===== config.mk =====
export PLATFORM = sky130hd
export DESIGN_NAME = spd_top
export DESIGN_NICKNAME = d
export VERILOG_FILES = /design/src/verilog/spd_pkg.sv /design/src/verilog/spd_short_filt.sv /design/src/verilog/spd_top.sv
export VERILOG_INCLUDE_DIRS = /design/src /design/src/verilog
export SDC_FILE = /design/constraint.sdc
export NUM_CORES = 1
export LEC_CHECK = 0
export ABC_AREA = 0
export ABC_CLOCK_PERIOD_IN_PS = 60200
export BUFFER_PORTS_ARGS = -buffer_cell sky130_fd_sc_hd__clkbuf_2
export CORE_MARGIN = 3
export CORE_UTILIZATION = 39
export DETAILED_ROUTE_END_ITERATION = 16
export PLACE_DENSITY = 0.67
export SLEW_MARGIN = 20
export SYNTH_ARGS = -nofsm -noshare
export SYNTH_HDL_FRONTEND = slang
export SYNTH_SLANG_ARGS = --single-unit

===== constraint.sdc =====
create_clock -name clk_i -period 60.2 [get_ports clk_i]
set_input_delay 3.01 -clock clk_i [delete_from_list [all_inputs] [get_ports clk_i]]
set_output_delay 3.01 -clock clk_i [all_outputs]
set_load 0.03 [all_outputs]

===== src/verilog/spd_map.svh =====
// Register offsets, field positions, reset values and timing counts of the stepper logic
`ifndef SPD_MAP_SVH
`define SPD_MAP_SVH
`define SPD_OFF_GLOBAL_CONFIG_REG      8'h00
`define SPD_OFF_VELOCITY   8'h04
`define SPD_OFF_STATUS     8'h08
`define SPD_OFF_STEPINT    8'h0C
`define SPD_OFF_MICROSTEP_POSITION_COUNT      8'h10
`define SPD_OFF_STEPCFG    8'h14
`define SPD_GC_DIAG_INDEX  1
`define SPD_GC_DIAG_STEP   2
`define SPD_GC_DRV_EN      0
`define SPD_GC_RESET       32'h0000_0000
`define SPD_ST_OT          0
`define SPD_ST_OTPW        1
`define SPD_ST_COIL_A_GROUND_SHORT_FLAG        2
`define SPD_ST_COIL_B_GROUND_SHORT_FLAG        3
`define SPD_ST_COIL_A_SUPPLY_SHORT_FLAG       4
`define SPD_ST_COIL_B_SUPPLY_SHORT_FLAG       5
`define SPD_ST_OLA         6
`define SPD_ST_OLB         7
`define SPD_ST_UV          8
`define SPD_ST_DRV_OFF     9
`define SPD_VEL_SHIFT      24
`define SPD_MICROSTEP_POSITION_COUNT_WIDTH    10
`define SPD_SHORT_RETRIES  3
`define SPD_INDEX_POS      10'h000
`define SPD_STEPINT_MAX    20'hF_FFFF
`endif


===== src/verilog/spd_pkg.sv =====
// Types shared by the stepper logic
`default_nettype none
package spd_pkg;
   typedef struct packed {
      logic ot;
      logic otpw;
      logic [1:0] s2g;
      logic [1:0] s2vs;
      logic [1:0] ol;
      logic uv;
   } spd_sense_s;
   typedef enum logic [1:0] {
      SPD_DRV_ON,
      SPD_DRV_OT_OFF,
      SPD_DRV_SHORT_OFF
   } spd_drv_e;
endpackage : spd_pkg
`default_nettype wire


===== src/verilog/spd_short_filt.sv =====
// Short detection retry filter for one bridge fault input
`default_nettype none
`include "spd_map.svh"
module spd_short_filt #(
   parameter int RETRIES = `SPD_SHORT_RETRIES
) (
   input wire logic clk_i,
   input wire logic rst_i,
   input wire logic clear_i,
   input wire logic detect_i,
   output logic confirmed_o
);
   logic [2:0] cnt_reg;
   logic [2:0] cnt_next;
   logic conf_reg;
   logic conf_next;
   logic det_d_reg;
   logic det_rise;

   assign det_rise = detect_i & ~det_d_reg;

   always_comb begin
      cnt_next = cnt_reg;
      conf_next = conf_reg;
      if (clear_i) begin
         cnt_next = 3'h0;
         conf_next = 1'b0;
      end else if (det_rise && !conf_reg) begin
         // Retries absorb single spurious hits; the fourth detection confirms
         if (cnt_reg == 3'(RETRIES)) begin
            conf_next = 1'b1;
         end else begin
            cnt_next = cnt_reg + 3'h1;
         end
      end
   end

   always_ff @(posedge clk_i) begin
      if (rst_i) begin
         cnt_reg <= 3'h0;
         conf_reg <= 1'b0;
         det_d_reg <= 1'b0;
      end else begin
         cnt_reg <= cnt_next;
         conf_reg <= conf_next;
         det_d_reg <= detect_i;
      end
   end

   assign confirmed_o = conf_reg;

   retry_count_a: assert property (@(posedge clk_i) disable iff (rst_i)
      $rose(conf_reg) |-> $past(cnt_reg) == 3'(RETRIES))
      else $error("short confirmed before retries done");
endmodule : spd_short_filt
`default_nettype wire


===== src/verilog/spd_top.sv =====
// Stepper index, pulse generator, microstep counter and diagnostic flags
//
// Our own choices: the Wishbone slave port and the register addresses.
`default_nettype none
`include "spd_map.svh"
module spd_top #(
   parameter int VEL_WIDTH = 24,
   parameter int INT_WIDTH = 20
) (
   input wire logic clk_i,
   input wire logic rst_i,
   input wire logic [7:0] wb_adr_i,
   input wire logic [31:0] wb_dat_i,
   input wire logic [3:0] wb_sel_i,
   input wire logic wb_we_i,
   input wire logic wb_cyc_i,
   input wire logic wb_stb_i,
   output logic [31:0] wb_dat_o,
   output logic wb_ack_o,
   input wire logic step_i,
   input wire logic dir_i,
   input wire spd_pkg::spd_sense_s sense_i,
   output logic bridge_en_o,
   output logic diag_o,
   output logic [9:0] microstep_position_count_o
);
   localparam int SW = `SPD_MICROSTEP_POSITION_COUNT_WIDTH;

   // Register state
   logic [31:0] global_config_reg, global_config_reg_next;
   logic [VEL_WIDTH-1:0] signed_velocity_value_reg, vel_next;
   logic [8:0] step_width_reg, step_width_next;
   logic [31:0] rdata_reg, rdata_next;
   logic ack_reg, ack_next;
   // Motion state
   logic [SW-1:0] microstep_position_count_reg, microstep_position_count_next;
   logic [VEL_WIDTH-1:0] accu_reg, accu_next;
   logic [INT_WIDTH-1:0] tcnt_reg, tcnt_next;
   logic [INT_WIDTH-1:0] measured_step_interval_reg, msi_next;
   logic step_d_reg, step_d_next;
   logic diag_reg, diag_next;
   logic step_tgl_reg, step_tgl_next;
   // Protection state
   spd_pkg::spd_drv_e drv_reg, drv_next;
   logic [9:0] status_reg, status_next;
   logic en_d_reg;

   logic wr_stb, rd_stb;
   logic drv_en, en_rise, short_clear;
   logic [3:0] short_conf;
   logic [3:0] short_det;
   logic any_short;
   logic ext_step, int_step, do_step, int_dir, step_dir;
   logic [VEL_WIDTH:0] accu_sum;
   logic [VEL_WIDTH-1:0] vel_abs;
   logic [8:0] step_w;

   assign wr_stb = wb_cyc_i & wb_stb_i & wb_we_i & ~ack_reg;
   assign rd_stb = wb_cyc_i & wb_stb_i & ~wb_we_i & ~ack_reg;
   assign drv_en = global_config_reg[`SPD_GC_DRV_EN];
   assign en_rise = drv_en & ~en_d_reg;
   // Disabling the driver rearms short detection
   assign short_clear = ~drv_en;

   // Bit order matches the filter order: ground A, ground B, supply A, supply B
   assign short_det = {sense_i.s2vs, sense_i.s2g};

   genvar g;
   generate
      for (g = 0; g < 4; g++) begin : g_short
         spd_short_filt u_filt (
            .clk_i(clk_i),
            .rst_i(rst_i),
            .clear_i(short_clear),
            .detect_i(short_det[g]),
            .confirmed_o(short_conf[g])
         );
      end
   endgenerate
   assign any_short = |short_conf;

   // Register bus
   always_comb begin
      global_config_reg_next = global_config_reg;
      vel_next = signed_velocity_value_reg;
      step_width_next = step_width_reg;
      rdata_next = 32'h0000_0000;
      ack_next = wb_cyc_i & wb_stb_i & ~ack_reg;
      if (wr_stb) begin
         if (wb_adr_i == `SPD_OFF_GLOBAL_CONFIG_REG) begin
            if (wb_sel_i[0]) global_config_reg_next[7:0] = wb_dat_i[7:0];
         end else if (wb_adr_i == `SPD_OFF_VELOCITY) begin
            // New velocity takes effect at once, no ramp
            for (int b = 0; b < 3; b++) begin
               if (wb_sel_i[b]) vel_next[b*8 +: 8] = wb_dat_i[b*8 +: 8];
            end
         end else if (wb_adr_i == `SPD_OFF_STEPCFG) begin
            if (wb_sel_i[0]) step_width_next[7:0] = wb_dat_i[7:0];
            if (wb_sel_i[1]) step_width_next[8] = wb_dat_i[8];
         end
      end
      if (rd_stb) begin
         if (wb_adr_i == `SPD_OFF_GLOBAL_CONFIG_REG) begin
            rdata_next = global_config_reg;
         end else if (wb_adr_i == `SPD_OFF_VELOCITY) begin
            rdata_next = {{(32-VEL_WIDTH){1'b0}}, signed_velocity_value_reg};
         end else if (wb_adr_i == `SPD_OFF_STATUS) begin
            rdata_next = {22'h00_0000, status_reg};
         end else if (wb_adr_i == `SPD_OFF_STEPINT) begin
            rdata_next = {{(32-INT_WIDTH){1'b0}}, measured_step_interval_reg};
         end else if (wb_adr_i == `SPD_OFF_MICROSTEP_POSITION_COUNT) begin
            rdata_next = {22'h00_0000, microstep_position_count_reg};
         end else if (wb_adr_i == `SPD_OFF_STEPCFG) begin
            rdata_next = {23'h00_0000, step_width_reg};
         end
      end
   end

   always_ff @(posedge clk_i) begin
      if (rst_i) begin
         global_config_reg <= `SPD_GC_RESET;
         signed_velocity_value_reg <= '0;
         step_width_reg <= 9'h001;
         rdata_reg <= 32'h0000_0000;
         ack_reg <= 1'b0;
      end else begin
         global_config_reg <= global_config_reg_next;
         signed_velocity_value_reg <= vel_next;
         step_width_reg <= step_width_next;
         rdata_reg <= rdata_next;
         ack_reg <= ack_next;
      end
   end

   // Step generation: accumulator overflows at |v| * fclk / 2^24
   assign vel_abs = signed_velocity_value_reg[VEL_WIDTH-1] ?
      (~signed_velocity_value_reg + 1'b1) : signed_velocity_value_reg;
   assign accu_sum = {1'b0, accu_reg} + {1'b0, vel_abs};
   assign int_step = accu_sum[VEL_WIDTH];
   assign int_dir = signed_velocity_value_reg[VEL_WIDTH-1];
   assign ext_step = step_i & ~step_d_reg;
   // Internal generator has priority while a velocity is set
   assign do_step = (signed_velocity_value_reg != '0) ? int_step : ext_step;
   assign step_dir = (signed_velocity_value_reg != '0) ? int_dir : dir_i;
   // Internal generator walks at full resolution
   assign step_w = (signed_velocity_value_reg != '0) ? 9'h001 : step_width_reg;

   always_comb begin
      accu_next = accu_sum[VEL_WIDTH-1:0];
      step_d_next = step_i;
      microstep_position_count_next = microstep_position_count_reg;
      tcnt_next = (tcnt_reg == `SPD_STEPINT_MAX) ? tcnt_reg : tcnt_reg + 1'b1;
      msi_next = measured_step_interval_reg;
      step_tgl_next = step_tgl_reg;
      diag_next = 1'b0;
      if (do_step && drv_reg == spd_pkg::SPD_DRV_ON) begin
         // Modulo 1024 wrap falls out of the counter width
         if (!step_dir) begin
            microstep_position_count_next = microstep_position_count_reg + SW'(step_w);
         end else begin
            microstep_position_count_next = microstep_position_count_reg - SW'(step_w);
         end
         step_tgl_next = ~step_tgl_reg;
      end
      if (do_step) begin
         // Cycles per step scaled down to cycles per 1/256 microstep
         msi_next = INT_WIDTH'(tcnt_reg / INT_WIDTH'(step_w));
         // Restart at one so the count equals clocks between steps
         tcnt_next = INT_WIDTH'(1);
      end
      if (global_config_reg[`SPD_GC_DIAG_STEP]) begin
         diag_next = step_tgl_next;
      end else if (global_config_reg[`SPD_GC_DIAG_INDEX]) begin
         // Position 0: coil B sine zero going positive, coil A cosine maximum
         diag_next = (microstep_position_count_next == `SPD_INDEX_POS);
      end else begin
         // Disabled, shut down, shorted or undervoltage; warnings and open load excluded
         diag_next = status_next[`SPD_ST_DRV_OFF] | status_next[`SPD_ST_OT] |
            (|status_next[`SPD_ST_COIL_B_SUPPLY_SHORT_FLAG:`SPD_ST_COIL_A_GROUND_SHORT_FLAG]) | status_next[`SPD_ST_UV];
      end
   end

   always_ff @(posedge clk_i) begin
      if (rst_i) begin
         accu_reg <= '0;
         step_d_reg <= 1'b0;
         microstep_position_count_reg <= '0;
         tcnt_reg <= '0;
         measured_step_interval_reg <= `SPD_STEPINT_MAX;
         step_tgl_reg <= 1'b0;
         diag_reg <= 1'b0;
      end else begin
         accu_reg <= accu_next;
         step_d_reg <= step_d_next;
         microstep_position_count_reg <= microstep_position_count_next;
         tcnt_reg <= tcnt_next;
         measured_step_interval_reg <= msi_next;
         step_tgl_reg <= step_tgl_next;
         diag_reg <= diag_next;
      end
   end

   // Protection
   always_comb begin
      drv_next = drv_reg;
      status_next = status_reg;
      status_next[`SPD_ST_OT] = sense_i.ot | (drv_reg == spd_pkg::SPD_DRV_OT_OFF);
      status_next[`SPD_ST_OTPW] = sense_i.otpw;
      status_next[`SPD_ST_COIL_A_GROUND_SHORT_FLAG] = short_conf[0];
      status_next[`SPD_ST_COIL_B_GROUND_SHORT_FLAG] = short_conf[1];
      status_next[`SPD_ST_COIL_A_SUPPLY_SHORT_FLAG] = short_conf[2];
      status_next[`SPD_ST_COIL_B_SUPPLY_SHORT_FLAG] = short_conf[3];
      status_next[`SPD_ST_OLA] = sense_i.ol[0];
      status_next[`SPD_ST_OLB] = sense_i.ol[1];
      status_next[`SPD_ST_UV] = sense_i.uv;
      case (drv_reg)
         spd_pkg::SPD_DRV_ON: begin
            if (any_short) begin
               drv_next = spd_pkg::SPD_DRV_SHORT_OFF;
            end else if (sense_i.ot) begin
               drv_next = spd_pkg::SPD_DRV_OT_OFF;
            end
         end
         spd_pkg::SPD_DRV_OT_OFF: begin
            // Hysteresis: wait until even the pre-warning has cleared
            if (any_short) begin
               drv_next = spd_pkg::SPD_DRV_SHORT_OFF;
            end else if (!sense_i.ot && !sense_i.otpw) begin
               drv_next = spd_pkg::SPD_DRV_ON;
            end
         end
         spd_pkg::SPD_DRV_SHORT_OFF: begin
            if (en_rise) drv_next = spd_pkg::SPD_DRV_ON;
         end
         default: drv_next = spd_pkg::SPD_DRV_ON;
      endcase
      status_next[`SPD_ST_DRV_OFF] = (drv_next != spd_pkg::SPD_DRV_ON) | ~drv_en;
   end

   always_ff @(posedge clk_i) begin
      if (rst_i) begin
         drv_reg <= spd_pkg::SPD_DRV_ON;
         status_reg <= 10'h200;
         en_d_reg <= 1'b0;
         bridge_en_o <= 1'b0;
      end else begin
         drv_reg <= drv_next;
         status_reg <= status_next;
         en_d_reg <= drv_en;
         bridge_en_o <= drv_en & (drv_next == spd_pkg::SPD_DRV_ON);
      end
   end

   assign wb_ack_o = ack_reg;
   assign wb_dat_o = rdata_reg;
   assign diag_o = diag_reg;
   assign microstep_position_count_o = microstep_position_count_reg;

   ot_off_a: assert property (@(posedge clk_i) disable iff (rst_i)
      drv_reg == spd_pkg::SPD_DRV_OT_OFF |-> !bridge_en_o)
      else $error("bridge on during thermal shutdown");
   ot_hyst_a: assert property (@(posedge clk_i) disable iff (rst_i)
      drv_reg == spd_pkg::SPD_DRV_OT_OFF && sense_i.otpw && !any_short
      |=> drv_reg == spd_pkg::SPD_DRV_OT_OFF)
      else $error("restart above pre-warning level");
   short_off_a: assert property (@(posedge clk_i) disable iff (rst_i)
      any_short |=> drv_reg == spd_pkg::SPD_DRV_SHORT_OFF ##1 !bridge_en_o)
      else $error("short did not switch bridges off");
   short_hold_a: assert property (@(posedge clk_i) disable iff (rst_i)
      drv_reg == spd_pkg::SPD_DRV_SHORT_OFF && drv_en && en_d_reg
      |=> drv_reg == spd_pkg::SPD_DRV_SHORT_OFF)
      else $error("short latch released without re-enable");
   ol_info_a: assert property (@(posedge clk_i) disable iff (rst_i)
      drv_reg == spd_pkg::SPD_DRV_ON && !any_short && !sense_i.ot
      |=> drv_reg == spd_pkg::SPD_DRV_ON)
      else $error("open load changed driver state");
   step_move_a: assert property (@(posedge clk_i) disable iff (rst_i)
      do_step && drv_reg == spd_pkg::SPD_DRV_ON && !step_dir
      |=> microstep_position_count_reg == $past(microstep_position_count_reg) + SW'($past(step_w)))
      else $error("counter did not advance by step width");
   wrap_a: assert property (@(posedge clk_i) disable iff (rst_i)
      microstep_position_count_reg == 10'h3FF && do_step && !step_dir && step_w == 9'h001 &&
      drv_reg == spd_pkg::SPD_DRV_ON |=> microstep_position_count_reg == 10'h000)
      else $error("counter did not wrap to zero");
   index_a: assert property (@(posedge clk_i) disable iff (rst_i)
      global_config_reg[`SPD_GC_DIAG_INDEX] && !global_config_reg[`SPD_GC_DIAG_STEP]
      ##1 1'b1 |-> diag_o == (microstep_position_count_reg == `SPD_INDEX_POS))
      else $error("index output mismatch");
   diag_tgl_a: assert property (@(posedge clk_i) disable iff (rst_i)
      global_config_reg[`SPD_GC_DIAG_STEP] && $past(global_config_reg[`SPD_GC_DIAG_STEP]) &&
      do_step && drv_reg == spd_pkg::SPD_DRV_ON |=> diag_o != $past(diag_o))
      else $error("step toggle missing");
   int_step_a: assert property (@(posedge clk_i) disable iff (rst_i)
      signed_velocity_value_reg == '0 && !ext_step |=> $stable(microstep_position_count_reg))
      else $error("count moved without velocity or step");

   short_cov_c: cover property (@(posedge clk_i) $rose(any_short));
   ot_cov_c: cover property (@(posedge clk_i) $fell(drv_reg == spd_pkg::SPD_DRV_OT_OFF));
   wrap_cov_c: cover property (@(posedge clk_i) $past(microstep_position_count_reg) == 10'h3FF && microstep_position_count_reg == 10'h000);
   index_cov_c: cover property (@(posedge clk_i) global_config_reg[1] && diag_o);
endmodule : spd_top
`default_nettype wire


==> results by group <==
Yosys
  – Synthesized cell area: 0.0176 mm²
  – Async S/R FF share, synth: 0
  – Main synth FF type: dfxtp_1
  – Post-synth EDFFs: 0
  – Synth cell types: 107
  – Yosys warns: 0
  – Synth Register Bits: 177
  – Syn_area_per_cell: 7.80 µm²
  – Register area share after synthesis: 0.202
  – Mapped Cells: 2252

STA
  – Worst Max-Slew Pin Slew: 1.03 ns
  – Slew Viols, Final: 0
  – Final hold viol count: 0
  – RSZ-0062 raised after global routing: false
  – Max Clk Rate: 0.0193 GHz
  – Setup TNS Final: 0 ns
  – Tmin final: 51.79 ns
  – Max-slew headroom: 0.298
  – Final period util: 0.860
  – Setup Viol. Count Final: 0
  – Clk_skew: 0.00808 ns

CTS
  – CTS sink cnt: 177
  – H-tree level count: 4
  – Worst-path clk slew: 0.07 ns
  – Clk_lat worst skew: 0.45 ns
  – Post-CTS Resized: 0
  – Root Buffer: clkbuf_16
  – CTS tree: yes
  – Hold_buf cts: 0
  – Post-CTS setup buffers: 0
  – Number of buffers created by CTS: 17
  – Clock tree buffer depth: 2

Critical path
  – Crit Path Category: register to register
  – Worst path most repeated cell: o21a_1
  – CP top delay family: compound AO/OA/AOI/OAI gates
  – Bufs and invs on worst path: 13
  – Crit Path Max Fanout: 27
  – Highest-delay cell along the critical path: a2111oi_0
  – Crit path capture type: register
  – CP startpoint kind: register
  – Worst Path Arrival: 52.13 ns
  – Critical Path Max Stage Delay: 0.91 ns
  – Required @ worst endpoint: 60.54 ns

Detailed routing
  – Wire per inst: 17.4 µm
  – Final ANT Viol Nets: 0
  – Via Count: 16900
  – Vias per cell: 5.86
  – Post-Route WL: 50.4 mm
  – DRC violations left: 0
  – First drt pass iteration count: 6
  – First DRT Iteration DRCs: 1281

Global route
  – First-pass GRT wire length: 81.3 mm
  – Initial antenna violation count: 0
  – Total grt overflow: 0
  – Number of global-route vias before repair: 16000
  – Largest net degree at the start of global routing: 67
  – GR Util All Layers: 0.207

Floorplan
  – DIE HEIGHT: 218 µm
  – Num ports: 105
  – Total core area: 0.0443 mm²
  – Row count: 77
  – Initial Util: 0.396
  – Chip width: 218 µm
  – Die ar.: 0.0476 mm²

Finish
  – Antenna diodes: 0
  – Area grow syn2layout: 8.76%
  – Fillers: 4509
  – Utilization of the core after routing: 0.431
  – Share of cells above drive strength 1: 0.101
  – Layout Nets: 2518

Place
  – IO Port Bufs: 87
  – HPWL Detailed: 38.0 mm
  – Routability congestion estimate from global placement: 0.911

Outcome
  – Outcome: completed

Hold path
  – Worst min path class: register to register

Job
  – MaxCap Viol Count: 0
-- routing by layer --
layer  up-vias  GRT usage  wire, µm
li1       8315          -         -
met1      8046      0.275     23200
met2       482      0.346     23300
met3        87     0.0300      2680
met4         0     0.0659      1230
met5         -          0         0
-- cell usage in the layout, fill, tap and decap left out, types with 71 or more instances in the layout --
cell      instances
a21oi_1         161
clkbuf_2         86
dfxtp_1         177
ha_1            172
inv_1            78
mux2i_1          71
nand2_1         178
nor2_1          260
o21ai_0          81
xnor2_1         109
-- Yosys cell counts, types with 34 or more instances --
cell	n	area, µm²
inv_1	78	293
a21o_1	46	345
nand2_1	178	668
ha_1	172	2150
nand2b_1	34	213
a211oi_1	36	270
nor3_1	70	350
dfxtp_1	177	3540
xnor2_1	109	955
mux2i_1	71	711
o21a_1	50	375
nand3_1	44	220
clkbuf_1	73	274
nor2b_1	34	213
o21ai_0	81	405
nor2_1	260	976
a21oi_1	161	806
o31ai_1	44	330
xor2_1	65	569
-- worst paths after layout --
kind         cells past startpoint  slack, ns                             to                    startpoint
max                            201       8.41  measured_step_interval_reg[0]  signed_velocity_value_reg[0]
min                              2       0.46           global_config_reg[4]          global_config_reg[4]
max reg2reg                    201       8.41  measured_step_interval_reg[0]  signed_velocity_value_reg[0]
min reg2reg                      2       0.46           global_config_reg[4]          global_config_reg[4]
-- stage by stage --
step / std cells / worst slack [ns] / area, µm² / hold slack, ns
after floorplan: 2259 / 16.35 / 17600 / 0.431
after global placement: 2857 / 9.66 / 18500 / 0.438
after detailed placement: 2857 / 9.04 / 18500 / 0.448
after CTS: 2889 / 8.82 / 19100 / 0.459
after global routing: 2889 / 4.35 / 19100 / 0.484
final: 2889 / 8.41 / 19100 / 0.459
-- kinds of logic (layout without fill, tap and decap cells) --
family	Yosys count	in the layout	synth area share
AND/OR/NAND/NOR	807	807	0.229
AO/OA/AOI/OAI	630	630	0.252
buffers and inverters	187	225	0.0450
flip-flops	177	177	0.202
XOR/XNOR	175	175	0.0877
adder cells (fa/ha/maj)	174	174	0.125
multiplexers	101	101	0.0597
other	1	8	0.000214
-- worst register-to-register path: cells and delay by family (launching register included) --
| family | cells | cell delay, ns |
|---|---|---|
| adders and majority gates | 20 | 6.24 |
| muxes | 4 | 1.36 |
| AOI/OAI and AO/OA | 100 | 26.32 |
| and+or+nand+nor | 57 | 14.09 |
| buffers and inverters | 13 | 1.94 |
| DFF | 1 | 0.39 |
| xor gates and xnor gates | 7 | 1.32 |
-- layout make-up --
| type | count | area, µm² | share of cell area |
|---|---|---|---|
| Clock inverter | 14 | 195 | 0.0102 |
| Clock buffer | 18 | 429 | 0.0225 |
| Timing Repair Buffer | 114 | 641 | 0.0335 |
| Sequential cell | 177 | 3540 | 0.186 |
| Inverter | 79 | 297 | 0.0155 |
| Multi-Input combinational cell | 1895 | 13300 | 0.694 |
| Tap cell | 592 | 741 | 0.0388 |
Power is not shown: default switching activity piles up to over one toggle a cycle in this logic, so the estimate is an artifact.
